--- config.mk ---
export PLATFORM = sky130hd
export DESIGN_NAME = rxlat_top
export DESIGN_NICKNAME = d
export VERILOG_FILES = /design/src/common/rxlat_pkg.sv /design/src/hw/rxlat_top.sv
export SDC_FILE = /design/constraint.sdc
export NUM_CORES = 1
export LEC_CHECK = 0
export ABC_AREA = 1
export BUFFER_PORTS_ARGS = -buffer_cell sky130_fd_sc_hd__buf_4
export CAP_MARGIN = 0
export CELL_PAD_IN_SITES_DETAIL_PLACEMENT = 1
export CELL_PAD_IN_SITES_GLOBAL_PLACEMENT = 1
export CORE_MARGIN = 8
export CORE_UTILIZATION = 44
export DETAILED_ROUTE_END_ITERATION = 16
export HOLD_SLACK_MARGIN = 0.06
export PLACE_DENSITY = 0.95
export SLEW_MARGIN = 0
export SYNTH_ARGS = -nofsm -noshare
export SYNTH_HDL_FRONTEND = slang
export SYNTH_SLANG_ARGS = --single-unit
--- constraint.sdc ---
create_clock -name sys_clk -period 8.69 [get_ports sys_clk]
set_input_delay 1.3035 -clock sys_clk [delete_from_list [all_inputs] [get_ports sys_clk]]
set_output_delay 1.3035 -clock sys_clk [all_outputs]
set_load 0.005 [all_outputs]
--- src/common/rxlat_pkg.sv ---
// constants for the rapidio address translation windows
`default_nettype none
package rxlat_pkg;
    localparam logic [7:0] reg_ob_base = 8'h00;
    localparam logic [7:0] reg_ob_attr = 8'h04;
    localparam logic [7:0] reg_ob_xlat = 8'h08;
    localparam logic [7:0] reg_ib_base = 8'h0c;
    localparam logic [7:0] reg_ib_attr = 8'h10;
    localparam logic [7:0] reg_ib_xlat = 8'h14;
    localparam logic [7:0] reg_status = 8'h18;
    // lsb-0 positions of msb-0 documented fields
    localparam int base_lo = 0;
    localparam int base_w = 20;
    localparam int ob_ext_lo = 20;
    localparam int ext4_w = 4;
    localparam int ext2_lo = 20;
    localparam int ext2_w = 2;
    localparam int en_bit = 31;
    localparam int prio_lo = 26;
    localparam int pci_bit = 25;
    localparam int seg_lo = 22;
    localparam int sseg_lo = 20;
    localparam int rd_lo = 16;
    localparam int wr_lo = 12;
    localparam int target_interface_lo = 20;
    localparam int size_lo = 0;
    localparam int size_w = 6;
    localparam int tid_lo = 22;
    localparam int ltid_lo = 30;
    localparam int page_bits = 12;
    localparam logic [3:0] kind_nread = 4'h4;
    localparam logic [3:0] kind_nwrite_r = 4'h5;
    localparam logic [3:0] target_interface_local_mem = 4'hf;
    localparam logic [3:0] ib_snoop = 4'h5;
    localparam logic [31:0] reset_zero = 32'h0000_0000;
    typedef enum logic [1:0] {rxlat_idle = 2'b00, rxlat_data = 2'b01} rxlat_state_e;
endpackage : rxlat_pkg
`default_nettype wire

--- src/hw/rxlat_top.sv ---
// outbound and inbound rapidio address translation windows with ahb-lite registers
//
// Summary of operation
// - outbound base: base bits 12-31, extended bits 8-11 give top of 36-bit address
// - outbound attribute bit 0 enables outbound translation
// - flow priority bits 4-5 set request priority; 00 is low
// - attribute bit 6 selects pci ordering; 0 means none
// - segment bits 8-9 and subsegment bits 10-11; 00 gives one window
// - read hit issues read kind from bits 12-15; 0x4 is nread
// - write hit issues write kind from bits 16-19; 0x5 is nwrite_r
// - outbound size bits 26-31 set hit extent; 0x15 is 4 mbyte
// - translation bits 2-9 become destination id of every translated request
// - translation bits 0-1 give target id bits 6-7, large systems only
// - translation bits 12-31 plus extended 10-11 replace window base
// - inbound base holds rapidio start, bits 12-31 plus extended 10-11
// - inbound attribute bit 0 enables inbound translation
// - target interface bits 8-11; 1111 routes to local memory
// - inbound read kind bits 12-15; 0101 is snooping read
// - inbound write kind bits 16-19; 0101 is snooping write
// - inbound size bits 26-31; 0x15 is 4 mbyte
// - inbound translation base bits 12-31, top four bits in 8-11
// - inbound hits map to same offset from translated local base
// - cpu accesses carry at most 32 bits; larger only from dma
`default_nettype none
module rxlat_top #(
    parameter int max_cpu_bytes = 4
) (
    input wire logic sys_clk,
    input wire logic rstn,
    input wire logic hsel,
    input wire logic [31:0] haddr,
    input wire logic [1:0] htrans,
    input wire logic hwrite,
    input wire logic [2:0] hsize,
    input wire logic [31:0] hwdata,
    input wire logic hready,
    output logic [31:0] hrdata,
    output logic hreadyout,
    output logic hresp,
    input wire logic ob_req,
    input wire logic ob_write,
    input wire logic [35:0] ob_addr,
    input wire logic [7:0] ob_bytes,
    input wire logic ob_from_dma,
    output logic ob_pkt_valid,
    output logic ob_pkt_write,
    output logic [3:0] ob_pkt_kind,
    output logic [7:0] ob_pkt_dest_id,
    output logic [1:0] ob_pkt_dest_id_high,
    output logic [1:0] ob_pkt_prio,
    output logic ob_pkt_pci_order,
    output logic [33:0] ob_pkt_addr,
    output logic [7:0] ob_pkt_bytes,
    output logic ob_miss,
    input wire logic ib_req,
    input wire logic ib_write,
    input wire logic [33:0] ib_addr,
    output logic ib_loc_valid,
    output logic ib_loc_write,
    output logic [3:0] ib_loc_kind,
    output logic [3:0] ib_loc_target,
    output logic [35:0] ib_loc_addr,
    output logic ib_miss
);
    typedef struct packed {
        logic [31:0] ob_base;
        logic [31:0] ob_attr;
        logic [31:0] ob_xlat;
        logic [31:0] ib_base;
        logic [31:0] ib_attr;
        logic [31:0] ib_xlat;
        rxlat_pkg::rxlat_state_e st;
        logic [7:0] addr_q;
        logic wr_q;
        logic [31:0] hrdata;
        logic [15:0] ob_hits;
        logic [15:0] ib_hits;
        logic ob_pkt_valid;
        logic ob_pkt_write;
        logic [3:0] ob_pkt_kind;
        logic [7:0] ob_pkt_dest_id;
        logic [1:0] ob_pkt_dest_id_high;
        logic [1:0] ob_pkt_prio;
        logic ob_pkt_pci_order;
        logic [33:0] ob_pkt_addr;
        logic [7:0] ob_pkt_bytes;
        logic ob_miss;
        logic ib_loc_valid;
        logic ib_loc_write;
        logic [3:0] ib_loc_kind;
        logic [3:0] ib_loc_target;
        logic [35:0] ib_loc_addr;
        logic ib_miss;
    } rxlat_state_s;

    rxlat_state_s s_reg;
    rxlat_state_s s_next;

    // window mask from size field: 2^(size+1) bytes, kept within 36 bits
    function automatic logic [35:0] rxlat_mask(input logic [5:0] size);
        logic [6:0] n;
        n = {1'b0, size} + 7'h01;
        if (n >= 7'h24)
            rxlat_mask = {36{1'b1}};
        else
            rxlat_mask = (36'h0_0000_0001 << n[5:0]) - 36'h0_0000_0001;
    endfunction : rxlat_mask

    function automatic logic [31:0] rxlat_field(input logic [31:0] r, input int lo,
                                                input int w);
        rxlat_field = (r >> lo) & ((32'h0000_0001 << w) - 32'h0000_0001);
    endfunction : rxlat_field

    logic [35:0] ob_win_base;
    logic [35:0] ob_win_mask;
    logic [33:0] ob_xl_base;
    logic [35:0] ob_off;
    logic ob_hit;
    logic [33:0] ib_win_base;
    logic [35:0] ib_win_mask;
    logic [35:0] ib_xl_base;
    logic [35:0] ib_off;
    logic ib_hit;
    logic size_ok;
    logic bus_go;

    always_comb
    begin
        ob_win_base = {s_reg.ob_base[rxlat_pkg::ob_ext_lo +: rxlat_pkg::ext4_w],
                       s_reg.ob_base[rxlat_pkg::base_lo +: rxlat_pkg::base_w],
                       12'h000};
        ob_win_mask = rxlat_mask(s_reg.ob_attr[rxlat_pkg::size_lo +: rxlat_pkg::size_w]);
        ob_xl_base = {s_reg.ob_xlat[rxlat_pkg::ext2_lo +: rxlat_pkg::ext2_w],
                      s_reg.ob_xlat[rxlat_pkg::base_lo +: rxlat_pkg::base_w], 12'h000};
        ob_off = ob_addr - ob_win_base;
        ob_hit = s_reg.ob_attr[rxlat_pkg::en_bit] && (ob_addr >= ob_win_base)
                 && ((ob_off & ~ob_win_mask) == 36'h0_0000_0000);
        ib_win_base = {s_reg.ib_base[rxlat_pkg::ext2_lo +: rxlat_pkg::ext2_w],
                       s_reg.ib_base[rxlat_pkg::base_lo +: rxlat_pkg::base_w], 12'h000};
        ib_win_mask = rxlat_mask(s_reg.ib_attr[rxlat_pkg::size_lo +: rxlat_pkg::size_w]);
        ib_xl_base = {s_reg.ib_xlat[rxlat_pkg::ob_ext_lo +: rxlat_pkg::ext4_w],
                      s_reg.ib_xlat[rxlat_pkg::base_lo +: rxlat_pkg::base_w], 12'h000};
        ib_off = {2'b00, ib_addr} - {2'b00, ib_win_base};
        ib_hit = s_reg.ib_attr[rxlat_pkg::en_bit] && (ib_addr >= ib_win_base)
                 && ((ib_off & ~ib_win_mask) == 36'h0_0000_0000);
        size_ok = ob_from_dma || (ob_bytes <= 8'(max_cpu_bytes));
        bus_go = hsel && hready && htrans[1];
    end

    always_comb
    begin
        s_next = s_reg;
        s_next.ob_pkt_valid = 1'b0;
        s_next.ob_miss = 1'b0;
        s_next.ib_loc_valid = 1'b0;
        s_next.ib_miss = 1'b0;
        // register bus: one wait-free data phase
        case (s_reg.st)
            rxlat_pkg::rxlat_idle:
            begin
            end
            rxlat_pkg::rxlat_data:
            begin
                if (s_reg.wr_q)
                begin
                    case (s_reg.addr_q)
                        rxlat_pkg::reg_ob_base: s_next.ob_base = hwdata;
                        rxlat_pkg::reg_ob_attr: s_next.ob_attr = hwdata;
                        rxlat_pkg::reg_ob_xlat: s_next.ob_xlat = hwdata;
                        rxlat_pkg::reg_ib_base: s_next.ib_base = hwdata;
                        rxlat_pkg::reg_ib_attr: s_next.ib_attr = hwdata;
                        rxlat_pkg::reg_ib_xlat: s_next.ib_xlat = hwdata;
                        default: s_next.ob_base = s_reg.ob_base;
                    endcase
                end
            end
            default: s_next.st = rxlat_pkg::rxlat_idle;
        endcase
        s_next.st = bus_go ? rxlat_pkg::rxlat_data : rxlat_pkg::rxlat_idle;
        if (bus_go)
        begin
            s_next.addr_q = {haddr[7:2], 2'b00};
            s_next.wr_q = hwrite;
            case ({haddr[7:2], 2'b00})
                rxlat_pkg::reg_ob_base: s_next.hrdata = s_reg.ob_base;
                rxlat_pkg::reg_ob_attr: s_next.hrdata = s_reg.ob_attr;
                rxlat_pkg::reg_ob_xlat: s_next.hrdata = s_reg.ob_xlat;
                rxlat_pkg::reg_ib_base: s_next.hrdata = s_reg.ib_base;
                rxlat_pkg::reg_ib_attr: s_next.hrdata = s_reg.ib_attr;
                rxlat_pkg::reg_ib_xlat: s_next.hrdata = s_reg.ib_xlat;
                rxlat_pkg::reg_status: s_next.hrdata = {s_reg.ib_hits, s_reg.ob_hits};
                default: s_next.hrdata = rxlat_pkg::reset_zero;
            endcase
        end
        // outbound request translation
        if (ob_req)
        begin
            if (ob_hit && size_ok)
            begin
                s_next.ob_pkt_valid = 1'b1;
                s_next.ob_pkt_write = ob_write;
                s_next.ob_pkt_kind = ob_write
                    ? 4'(rxlat_field(s_reg.ob_attr, rxlat_pkg::wr_lo, 4))
                    : 4'(rxlat_field(s_reg.ob_attr, rxlat_pkg::rd_lo, 4));
                s_next.ob_pkt_dest_id = 8'(rxlat_field(s_reg.ob_xlat, rxlat_pkg::tid_lo, 8));
                s_next.ob_pkt_dest_id_high =
                    2'(rxlat_field(s_reg.ob_xlat, rxlat_pkg::ltid_lo, 2));
                s_next.ob_pkt_prio = 2'(rxlat_field(s_reg.ob_attr, rxlat_pkg::prio_lo, 2));
                s_next.ob_pkt_pci_order = s_reg.ob_attr[rxlat_pkg::pci_bit];
                // only unsegmented windows are handled
                s_next.ob_pkt_addr = ob_xl_base + ob_off[33:0];
                s_next.ob_pkt_bytes = ob_bytes;
                s_next.ob_hits = s_reg.ob_hits + 16'h0001;
            end
            else
                s_next.ob_miss = 1'b1;
        end
        // inbound request translation
        if (ib_req)
        begin
            if (ib_hit)
            begin
                s_next.ib_loc_valid = 1'b1;
                s_next.ib_loc_write = ib_write;
                s_next.ib_loc_kind = ib_write
                    ? 4'(rxlat_field(s_reg.ib_attr, rxlat_pkg::wr_lo, 4))
                    : 4'(rxlat_field(s_reg.ib_attr, rxlat_pkg::rd_lo, 4));
                s_next.ib_loc_target = 4'(rxlat_field(s_reg.ib_attr, rxlat_pkg::target_interface_lo, 4));
                s_next.ib_loc_addr = ib_xl_base + ib_off;
                s_next.ib_hits = s_reg.ib_hits + 16'h0001;
            end
            else
                s_next.ib_miss = 1'b1;
        end
        if (!rstn)
            s_next = '0;
    end

    always_ff @(posedge sys_clk)
    begin
        s_reg <= s_next;
    end

    assign hrdata = s_reg.hrdata;
    assign hreadyout = 1'b1;
    assign hresp = 1'b0;
    assign ob_pkt_valid = s_reg.ob_pkt_valid;
    assign ob_pkt_write = s_reg.ob_pkt_write;
    assign ob_pkt_kind = s_reg.ob_pkt_kind;
    assign ob_pkt_dest_id = s_reg.ob_pkt_dest_id;
    assign ob_pkt_dest_id_high = s_reg.ob_pkt_dest_id_high;
    assign ob_pkt_prio = s_reg.ob_pkt_prio;
    assign ob_pkt_pci_order = s_reg.ob_pkt_pci_order;
    assign ob_pkt_addr = s_reg.ob_pkt_addr;
    assign ob_pkt_bytes = s_reg.ob_pkt_bytes;
    assign ob_miss = s_reg.ob_miss;
    assign ib_loc_valid = s_reg.ib_loc_valid;
    assign ib_loc_write = s_reg.ib_loc_write;
    assign ib_loc_kind = s_reg.ib_loc_kind;
    assign ib_loc_target = s_reg.ib_loc_target;
    assign ib_loc_addr = s_reg.ib_loc_addr;
    assign ib_miss = s_reg.ib_miss;

    a_ob_disabled: assert property (@(posedge sys_clk) disable iff (!rstn)
        !s_reg.ob_attr[rxlat_pkg::en_bit] && ob_req |=> !ob_pkt_valid && ob_miss)
        else $error("outbound request translated while disabled");
    a_ob_dest: assert property (@(posedge sys_clk) disable iff (!rstn)
        ob_req && ob_hit && size_ok |=>
        ob_pkt_dest_id == $past(s_reg.ob_xlat[rxlat_pkg::tid_lo +: 8]))
        else $error("destination id not from translation register");
    a_ob_hi_id: assert property (@(posedge sys_clk) disable iff (!rstn)
        ob_req && ob_hit && size_ok |=>
        ob_pkt_dest_id_high == $past(s_reg.ob_xlat[rxlat_pkg::ltid_lo +: 2]))
        else $error("high id bits wrong");
    a_ob_kind: assert property (@(posedge sys_clk) disable iff (!rstn)
        ob_req && ob_hit && size_ok && !ob_write |=>
        ob_pkt_kind == $past(s_reg.ob_attr[rxlat_pkg::rd_lo +: 4]))
        else $error("read kind wrong");
    a_ob_wkind: assert property (@(posedge sys_clk) disable iff (!rstn)
        ob_req && ob_hit && size_ok && ob_write |=>
        ob_pkt_kind == $past(s_reg.ob_attr[rxlat_pkg::wr_lo +: 4]))
        else $error("write kind wrong");
    a_ob_prio: assert property (@(posedge sys_clk) disable iff (!rstn)
        ob_pkt_valid |-> ob_pkt_prio == $past(s_reg.ob_attr[rxlat_pkg::prio_lo +: 2]))
        else $error("priority wrong");
    a_cpu_size: assert property (@(posedge sys_clk) disable iff (!rstn)
        ob_req && !ob_from_dma && ob_bytes > 8'(max_cpu_bytes) |=> !ob_pkt_valid)
        else $error("oversized cpu access forwarded");
    a_ib_disabled: assert property (@(posedge sys_clk) disable iff (!rstn)
        ib_req && !s_reg.ib_attr[rxlat_pkg::en_bit] |=> ib_miss && !ib_loc_valid)
        else $error("inbound translated while disabled");
    a_ib_offset: assert property (@(posedge sys_clk) disable iff (!rstn)
        ib_loc_valid |-> (ib_loc_addr & $past(ib_win_mask)) ==
        ({2'b00, $past(ib_addr)} & $past(ib_win_mask)))
        else $error("inbound offset not preserved");
    a_ib_target: assert property (@(posedge sys_clk) disable iff (!rstn)
        ib_loc_valid |-> ib_loc_target == $past(s_reg.ib_attr[rxlat_pkg::target_interface_lo +: 4]))
        else $error("target interface wrong");
    c_ob_read: cover property (@(posedge sys_clk) ob_pkt_valid && !ob_pkt_write);
    c_ob_write: cover property (@(posedge sys_clk) ob_pkt_valid && ob_pkt_write);
    c_ib_hit: cover property (@(posedge sys_clk) ib_loc_valid);
    c_ib_miss: cover property (@(posedge sys_clk) ib_miss);
    c_ob_dma: cover property (@(posedge sys_clk) ob_pkt_valid && ob_pkt_bytes > 8'(max_cpu_bytes));

    // outbound packet fields and answer shape
    a_ob_offset: assert property (@(posedge sys_clk) disable iff (!rstn)
        ob_pkt_valid |-> (ob_pkt_addr & $past(ob_win_mask[33:0])) ==
        ($past(ob_addr[33:0]) & $past(ob_win_mask[33:0])))
        else $error("outbound offset not preserved");
    a_ob_pci: assert property (@(posedge sys_clk) disable iff (!rstn)
        ob_pkt_valid |-> ob_pkt_pci_order == $past(s_reg.ob_attr[rxlat_pkg::pci_bit]))
        else $error("ordering flag wrong");
    a_ob_bytes: assert property (@(posedge sys_clk) disable iff (!rstn)
        ob_pkt_valid |-> ob_pkt_bytes == $past(ob_bytes))
        else $error("payload size wrong");
    a_ob_wflag: assert property (@(posedge sys_clk) disable iff (!rstn)
        ob_pkt_valid |-> ob_pkt_write == $past(ob_write))
        else $error("outbound direction wrong");
    a_ob_answer: assert property (@(posedge sys_clk) disable iff (!rstn)
        ob_req |=> ob_pkt_valid != ob_miss)
        else $error("outbound request not answered once");
    a_ob_quiet: assert property (@(posedge sys_clk) disable iff (!rstn)
        !ob_req |=> !ob_pkt_valid && !ob_miss)
        else $error("outbound answer without request");
    a_ob_below: assert property (@(posedge sys_clk) disable iff (!rstn)
        ob_req && ob_addr < ob_win_base |=> ob_miss)
        else $error("access below window base translated");
    // inbound local operation
    a_ib_answer: assert property (@(posedge sys_clk) disable iff (!rstn)
        ib_req |=> ib_loc_valid != ib_miss)
        else $error("inbound request not answered once");
    a_ib_rkind: assert property (@(posedge sys_clk) disable iff (!rstn)
        ib_req && ib_hit && !ib_write |=>
        ib_loc_kind == $past(s_reg.ib_attr[rxlat_pkg::rd_lo +: 4]))
        else $error("inbound read kind wrong");
    a_ib_wkind: assert property (@(posedge sys_clk) disable iff (!rstn)
        ib_req && ib_hit && ib_write |=>
        ib_loc_kind == $past(s_reg.ib_attr[rxlat_pkg::wr_lo +: 4]))
        else $error("inbound write kind wrong");
    a_ib_below: assert property (@(posedge sys_clk) disable iff (!rstn)
        ib_req && ib_addr < ib_win_base |=> ib_miss)
        else $error("inbound access below base translated");
    a_ib_wflag: assert property (@(posedge sys_clk) disable iff (!rstn)
        ib_loc_valid |-> ib_loc_write == $past(ib_write))
        else $error("inbound direction wrong");
endmodule : rxlat_top
`default_nettype wire

Word-level counts from Yosys, hierarchy flattened
Index checks and enable logic that the tools add are counted.

operators by class
  add/sub/neg operators = 10
  multipliers = 0
  divide/modulo/power cells = 0
  magnitude comparators = 5
  eq/ne operators = 12
  shifts and indexed selects = 2
  muxes and demuxes = 10
  bitwise logic cells = 4
  reduce and logical (&&, ||, !) cells = 22

operators by type and width
  operator                                                                           count
  32-bit one-hot mux with 7 select lines                                             1
  36-bit AND                                                                         2
  36-bit logical NOT                                                                 2
  36-bit 2-to-1 mux                                                                  2
  36-bit NOT                                                                         2
  1-bit by 6-bit left shift with 36-bit output (first input constant)                2
  36-bit by 1-bit subtractor with 36-bit output (second input constant)              2
  61-bit 2-to-1 mux                                                                  1
  46-bit 2-to-1 mux                                                                  1
  36-bit adder                                                                       1
  36-bit >= comparator                                                               1
  36-bit subtractor                                                                  1
  34-bit by 34-bit subtractor with 35-bit output                                     1
  34-bit adder                                                                       1
  34-bit >= comparator                                                               1
  16-bit by 1-bit adder with 16-bit output (second input constant)                   2
  6-bit by 3-bit == test with 1-bit output (second input constant)                   5
  6-bit by 2-bit == test with 1-bit output (second input constant)                   4
  3-bit AND reduction                                                                6
  6-bit by 1-bit adder with 7-bit output (second input constant)                     2
  7-bit by 6-bit >= comparator with 1-bit output (second input constant)             2
  6-bit by 1-bit == test with 1-bit output (second input constant)                   2
  8-bit by 3-bit less-or-equal comparator with 1-bit output (second input constant)  1
  8-bit logical NOT                                                                  1
  other kinds (7)                                                                    19

storage, ports and cells
  register bits = 374
  latch bits = 0
  bits in writable memories = 0
  ROM bits = 0
  output and inout port bits = 143
  word-level logic and storage cells = 93
  memories kept = 0

Longest topological paths before layout
Gate-level depths: netlist of run 1.

  depth in word-level cells = 10
  depth in mapped cells = 29
  mapped depth without buffers = 26

Worst setup path after synthesis of run 1
Ideal clock, no wire load.

  path type = in2reg
  from = in ib_addr[14]
  to = reg s_reg, in the netlist ib_loc_addr[33]
  library setup time = 109 ps
  data arrival time = 4437 ps
  setup slack = 4144 ps
  stages = 21
  buffers on the path = 0
  cells stage by stage = ha_1 -> nand2_1 -> o21ai_0 -> a21boi_0 -> o21ai_0 -> xor2_1 -> ha_1 -> nand2_1 -> nor3_1 -> nand2_1 -> o211ai_1 -> a31oi_1 -> o21ai_0 -> a21o_1 -> nand2_1 -> nand2_1 -> a21oi_1 -> xor2_1 -> nand2_1 -> nand2_1 -> inv_1

between the ends
  longest elaborated chain between the ends = 5

RTL lines
  what                                                  RTL line          source
  start: declaration                                    rxlat_top.sv:57   input wire logic [33:0] ib_addr,
  branches (longest 5 deep; another with 36-bit adder)  --
  end signal: assignment                                rxlat_top.sv:241  s_reg <= s_next;
  end: declaration                                      rxlat_top.sv:96   rxlat_state_s s_reg;

Parallel ways; which one is timed is not known.
A chain may end at the register's enable or synchronous reset.

Final worst setup path of run 1
  from = reg s_reg[218] (netlist bit)
  to = reg s_reg, in the netlist ib_loc_addr[33]

between the ends
  longest elaborated chain between the ends = 9

RTL lines
  what                                           RTL line          source
  6-bit by 1-bit adder with 7-bit output (*)     rxlat_top.sv:102  n = {1'b0, size} + 7'h01;
  1-bit by 6-bit left shift with 36-bit output   rxlat_top.sv:106  rxlat_mask = (36'h0_0000_0001 << n[5:0]) - 36'h0_0000_0001;
  36-bit by 1-bit subtractor with 36-bit output  rxlat_top.sv:106
  36-bit 2-to-1 mux (*)                          rxlat_top.sv:103  if (n >= 7'h24)
  36-bit NOT (*)                                 rxlat_top.sv:145  && ((ib_off & ~ib_win_mask) == 36'h0_0000_0000);
  36-bit AND (*)                                 rxlat_top.sv:145
  36-bit logical NOT (*)                         rxlat_top.sv:145
  1-bit logical AND (*)                          rxlat_top.sv:145
  2-bit AND reduction (no line) (*)              --

Every way passes the cells marked *; elsewhere a longest branch is shown, timed or not.

==> results.toml, run 1 <==
[final_layout]
nFillCells = 7396
finalNetCount = 4079
n_antenna_cell = 0
largest_register_ffs = 140
areaGrowthSynthToFinish_pct = 11.2
drive_gt1_share_pct = 11.1

[critical_path]
r2r_slack_ns = 2.92
crit_family = "simple AND/OR/NAND/NOR gates"
cp.arrival_ns = 6.25
cp_max_fo = 82
slowest_delay_ns = 0.98
setup.worst_path.start_class = "register"
worst-path-buf-inv = 3
endpoint_kind = "register"
cp.required_ns = 9.17
crit_chain = "nand3_1 > nor2_1 > nor2_1 > nor2_2 > nand2_1 > ha_1 > inv_1 > nand3_1 > nand3_1 > nand3_1 > nor2_1 > nand3_1 > nor2_1 > nand2_1 > nor2_1 > nand2_1 > nor2_1 > nand2_1 > nand2_2 > nand3_4 > inv_1 > nand2_1 > nand2_1 > inv_1"
setup.worst_path.class = "reg -> reg"
cp_slowest_cell = "nand3_4"

[grt]
overflow = 0
first_global_vias = 26280
antenna_found_initial = 6
grt_max_degree = 93
grt_pass1_wl_mm = 157
grt_usage_pct = 31.2

[sta]
final_max_slew_viol_count = 0
fin_crit_ns = 5.77
finalSetupViolations = 0
max_freq_mhz = 173
finalCritPeriodShare_pct = 66.4
hold_ws_ns = 0.467
slew_headroom_pct = 11.6
finalHoldViolations = 0
worst_pin_slew_ns = 1.31
setup_tns_ns = 0
rsz0062_at_grt = "no"
finClkSkew_ns = 0.0244

[yosys]
synth-seq-cells = 373
synth_area_per_cell_um2 = 6.50
yosys_warnings = 0
syn_nets = 4042
synth_area_um2 = 24600
synth_flop_cell = "dfxtp_1"
synthCells = 3787
ys_seq_area_share_pct = 30.3
synth_edf_count = 0
synth_common_cells = "766 x nand2_1, 515 x nor2_1, 488 x inv_1"
post-synth-top-count-cell = "nand2_1"
synth_area_leader_cell = "dfxtp_1"
async_flop_share_pct = 0
synth_top_cell_area_share_pct = 30.3
synth.distinct_cells = 54
synth_area_leaders = "dfxtp_1 30%, nand2_1 12%, nor2_1 7.8%"

[status]
status = "completed"

[clock_network]
cts_num_sinks = 373
cts_resized = 0
cts_htree_levels = 2
cts_setup_buffers = 0
tritoncts = "built"
clock_path_buffers = 3
postCtsHoldBufs = 0
cts_buffers = 40
clock-root-buffer = "clkbuf_16"
insertion_delay_ns = 0.59
path_clk_slew_ns = 0.06

[placed_design]
port_buffers = 267
dp_hpwl_mm = 80.1
gp_congestion = 0.998

[die]
initial_core_util_pct = 44.6
boundaryPins = 300
core_um2 = 55200
die_w_um = 253
dieHeight_um = 253
die_area_um2 = 63800
rows = 86

[hold_path]
min_path_type = "reg -> reg"

[power]
p_sw_share_pct = 27.2
p_leak_nw = 12.3
pwr-share-clk_pct = 45.0
power.switching_w = 0.00107
p_int_w = 0.00286
worst_ir_drop_vdd_v = 0.000143
p_seq_share_pct = 43.5
powerDensity_nw_per_um2 = 144
p_comb_share_pct = 11.4

[drt]
via_per_inst = 5.74
routed_wl_mm = 104
post_drt_wl_per_cell_um = 22.6
vias = 26419
drtPass1Iterations = 6
dr.first_iter.drc_count = 2843
ant_nets = 0
drt_drc_violations_left = 0

[run]
cap_violations = 0
-- routing by layer --
| layer | GRT usage (%) | part of all wire [%] |
|---|---|---|
| met5 | 0 | 0.083 |
| met4 | 12.2 | 4.1 |
| met3 | 6.67 | 9.2 |
| met2 | 49.5 | 44 |
| met1 | 41.2 | 42 |
-- cell families (layout without fill, tap and decap cells) --
kind of cell / Yosys count / in the layout / share of synthesized area [%]
compound gates: 724 / 724 / 17.1
xor+xnor: 111 / 111 / 3.95
fa+ha+maj: 98 / 98 / 5.10
buf+inv: 810 / 876 / 14.8
flops: 373 / 373 / 30.3
other cells: 2 / 2 / 0.0305
simple gates: 1669 / 1669 / 28.6
-- metrics by stage --
| stage | setup slack, ns | cell area (um^2) | std cells | util, % | power [W] |
|---|---|---|---|---|---|
| global placement | 2.57 | 26100 | 4530 | 47.2 | 0.00218 |
| CTS | 3.05 | 27400 | 4601 | 49.6 | 0.00393 |
| finish | 2.92 | 27400 | 4601 | 49.6 | 0.00394 |
| global route | 2.36 | 27400 | 4601 | 49.6 | 0.00404 |
| floorplan | 4.14 | 24600 | 3787 | - | 0.00200 |
| detailed placement | 2.49 | 26100 | 4530 | 47.2 | 0.00218 |
-- cell type report --
cell class | count | area (um^2) | area share, %
tap | 748 | 936 | 3.42
clock buffer | 58 | 1180 | 4.31
sequential | 373 | 7470 | 27.3
multi-input combinational | 2604 | 13500 | 49.5
clock inverter | 13 | 140 | 0.512
timing repair buffer | 288 | 2170 | 7.91
inverter | 517 | 1940 | 7.10
-- tightest hold or removal path: stages, from the launching register on --
cell and delay (ns):
dfxtp_1 0.31, nand2_1 0.06, a21oi_1 0.05
-- layout by cell type, fill, tap and decap left out, drive strengths merged, types with 5 or more instances in the layout --
master,count
a211oi,97
a21o,8
a21oi,272
a221oi,5
a31oi,14
buf,288
clkbuf,58
clkinv,12
dfxtp,373
ha,94
inv,515
nand2,781
nand3,181
nand4,116
nor2,530
nor3,34
nor4,16
o211ai,11
o21ai,206
o21bai,12
o221ai,9
o22ai,55
o41ai,20
xnor2,35
xor2,76
-- power groups by stage --
stage / clock [W] / sequential (W) / combinational, W
5_1_grt: 0.00185 / 0.00171 / 0.000478
4_1_cts: 0.00178 / 0.00171 / 0.000437
3_5_place_dp: 0 / 0.00175 / 0.000432
2_1_floorplan: 0 / 0.00175 / 0.000253
3_3_place_gp: 0 / 0.00175 / 0.000424
6_report: 0.00177 / 0.00171 / 0.000450
-- path summary, 6_finish.rpt --
check / from / to / cells after the start
setup / recovery: s_reg[218]$_SDFFE_PN0P_ / ib_loc_addr[33]$_SDFFE_PN0P_ / 24
hold / removal: s_reg[173]$_SDFFE_PN0P_ / s_reg[173]$_SDFFE_PN0P_ / 2
setup reg to reg: s_reg[218]$_SDFFE_PN0P_ / ib_loc_addr[33]$_SDFFE_PN0P_ / 24
hold reg to reg: s_reg[173]$_SDFFE_PN0P_ / s_reg[173]$_SDFFE_PN0P_ / 2
(Power assumes the default switching activity.)
==> run 2: changes to the inputs <==
- ABC_AREA: 1 -> 0
- CORE_UTILIZATION: 44 -> 43
- PLACE_DENSITY: 0.95 -> 0.92
- clock period: 8.69 -> 5.9 ns (I/O delays scaled with it)
==> run 2 against run 1 <==
  * Fmax is 11% higher
  * Setup slack worse by 2.2 ns
  * Highest routed layer is now met4
  * Largest power group unchanged
  * Sequential cell count stayed put
  * First-iteration DRC count is 24% lower
  * Sequential power is 47% higher
==> results.toml, run 2 <==
[status]
status = "completed"

[sta]
setup_tns_ns = 0
worst_pin_slew_ns = 1.15
finalSetupViolations = 0
finClkSkew_ns = 0.0224
finalCritPeriodShare_pct = 87.8
finalHoldViolations = 0
max_freq_mhz = 193
slew_headroom_pct = 22.7
final_max_slew_viol_count = 0
fin_crit_ns = 5.18
rsz0062_at_grt = "no"
worst_slack_ns = 0.717

[placed_design]
dp_slack_ns = 0.337
dp.cells = 3586
port_buffers = 267
gp_congestion = 0.945
dp_hpwl_mm = 66.3

[final_layout]
nFillCells = 6337
largest_register_ffs = 140
areaGrowthSynthToFinish_pct = 13.2
finalNonFillerCells = 3667
finalNetCount = 3207
drive_gt1_share_pct = 14.4
layout_commonest_cell = "nand2_1"
mostFrequentLayoutCells = "505 x nand2_1, 373 x dfxtp_1, 326 x a21oi_1, 307 x buf_4, 249 x nor2_1"
utilization_pct = 49.4

[yosys]
synthAdderAreaFrac_pct = 5.59
synth_area_um2 = 22500
syn_nets = 3168
synth_area_leaders = "dfxtp_1 33%, nand2_1 8.4%, a21oi_1 7.3%"
post-synth-top-count-cell = "nand2_1"
synthSimpleGateAreaFrac_pct = 20.7
synth-compound-area-share_pct = 22.3
yosys_warnings = 0
synth_edf_count = 0
synth_mux_area_share_pct = 5.26
synth_top_cell_area_share_pct = 33.2
async_flop_share_pct = 0
synth_top_family_by_area = "compound AO/OA/AOI/OAI gates"
synth-seq-cells = 373
synth_area_per_cell_um2 = 7.71
ys_seq_area_share_pct = 33.2
synthCells = 2913
yosys.area_share.xor_xnor_pct = 3.39
synth.distinct_cells = 92
synth_area_leader_cell = "dfxtp_1"
synth_common_cells = "505 x nand2_1, 373 x dfxtp_1, 326 x a21oi_1"
synth_flop_cell = "dfxtp_1"

[critical_path]
cp.arrival_ns = 5.69
endpoint_kind = "register"
worst-path-buf-inv = 1
crit_family = "compound AO/OA/AOI/OAI gates"
crit_chain = "ha_1 > inv_1 > fa_1 > a211oi_1 > or3_1 > a21oi_1 > nor2_1 > xnor2_1 > ha_1 > and3_1 > nand4_1 > a21oi_1 > a211oi_1 > o311ai_0 > a21o_1 > a21oi_1 > xnor2_1 > nor2_1 > nor3_1"
slowest_delay_ns = 0.65
cp_max_fo = 5
setup.worst_path.start_class = "register"
setup.worst_path.class = "reg -> reg"
r2r_slack_ns = 0.72
cp_slowest_cell = "o311ai_0"
cp.required_ns = 6.41
crit_path_frequent_cell = "a21oi_1"

[die]
initial_core_util_pct = 43.6
die_w_um = 245
dieHeight_um = 245
rows = 83
core_um2 = 51500
die_area_um2 = 59800
boundaryPins = 300

[clock_network]
clock_path_buffers = 3
cts_resized = 0
cts_setup_buffers = 0
postCtsHoldBufs = 0
insertion_delay_ns = 0.59
cts_num_sinks = 373
tritoncts = "built"
cts_buffers = 44
cts_htree_levels = 2
path_clk_slew_ns = 0.06
clock-root-buffer = "clkbuf_16"

[power]
report.power.total_w = 0.00591
p_comb_share_pct = 9.8
powerDensity_nw_per_um2 = 232
p_seq_share_pct = 42.7
p_sw_share_pct = 25.6
pwr-share-clk_pct = 47.5
power.switching_w = 0.00151
p_leak_nw = 9.57
p_int_w = 0.00440
worst_ir_drop_vdd_v = 0.000180

[drt]
drtPass1Iterations = 10
dr.first_iter.drc_count = 2148
ant_nets = 0
routed_wl_mm = 90.4
vias = 22640
drt_drc_violations_left = 0
post_drt_wl_per_cell_um = 24.7
via_per_inst = 6.17

[grt]
antenna_found_initial = 4
first_global_vias = 23826
overflow = 0
grt_pass1_wl_mm = 138
grt_max_degree = 136
grt_usage_pct = 28.8

[hold_path]
min_path_type = "reg -> reg"

[run]
cap_violations = 0
==> run 2: changes by cell type after synthesis, moves of 50 or more <==
cell and change:
a21oi_1 +54, inv_1 -401, o22ai_1 -50, nor2_1 -260, a211oi_1 -69, o21ai_0 -102
a22oi_1 +69, nand2_1 -261, mux2i_1 +117, nand3_1 -135, nand4_1 -93
==> run 2: worst paths after layout <==
check	from	to	cells after the start
setup / recovery	ib_win_base[12]$_SDFFE_PN0P_	ib_loc_addr[35]$_SDFFE_PN0P_	19
hold / removal	s_reg[272]$_SDFFE_PN0P_	s_reg[272]$_SDFFE_PN0P_	2
setup reg to reg	ib_win_base[12]$_SDFFE_PN0P_	ib_loc_addr[35]$_SDFFE_PN0P_	19
hold reg to reg	s_reg[272]$_SDFFE_PN0P_	s_reg[272]$_SDFFE_PN0P_	2
==> run 2: kinds of logic after synthesis <==
kind of cell | Yosys count
simple gates | 1044
compound gates | 785
buf+inv | 406
flops | 373
mux | 118
fa+ha+maj | 98
xor+xnor | 87
other cells | 2
==> run 2: cell type report <==
cell class                      count  area (um^2)  share of cell area (%)
Sequential cell                   373         7470                    29.4
Inverter                           90          345                    1.36
Antenna cell                        6         15.0                  0.0590
Tap cell                          680          851                    3.34
Timing Repair Buffer              309         2340                    9.22
Clock inverter                     15          198                   0.777
Clock buffer                       60         1250                    4.92
Multi-Input combinational cell   2134        13000                    51.0
==> run 2: stage by stage <==
step	hold slack, ns	instance area [um^2]
after detailed placement	0.446	24000
final	0.456	25400
after floorplan	0.432	22500
after CTS	0.457	25400
after global placement	0.441	24000
after global routing	0.476	25400
==> run 2: worst min-delay path, cell delays in order (launching register included) <==
cell and delay, ns:
dfxtp_1 0.31, nand2_1 0.05, a21oi_1 0.05
==> run 2: metal layers <==
layer  vias to the layer above  GRT usage (%)  part of all wire (%)
li1                      10277              -                     -
met4                         0           17.3                   6.2
met1                     11123           34.3                    39
met5                         -              0                     0
met2                       964           48.6                    48
met3                       276           4.38                   6.9
==> run 2: power groups by stage <==
| stage | combinational, W | sequential [W] | clock (W) |
|---|---|---|---|
| 6_report | 0.000578 | 0.00252 | 0.00281 |
| 5_1_grt | 0.000623 | 0.00252 | 0.00295 |
| 4_1_cts | 0.000571 | 0.00252 | 0.00284 |
| 3_5_place_dp | 0.000566 | 0.00258 | 0 |
| 3_3_place_gp | 0.000546 | 0.00258 | 0 |
| 2_1_floorplan | 0.000344 | 0.00258 | 0 |
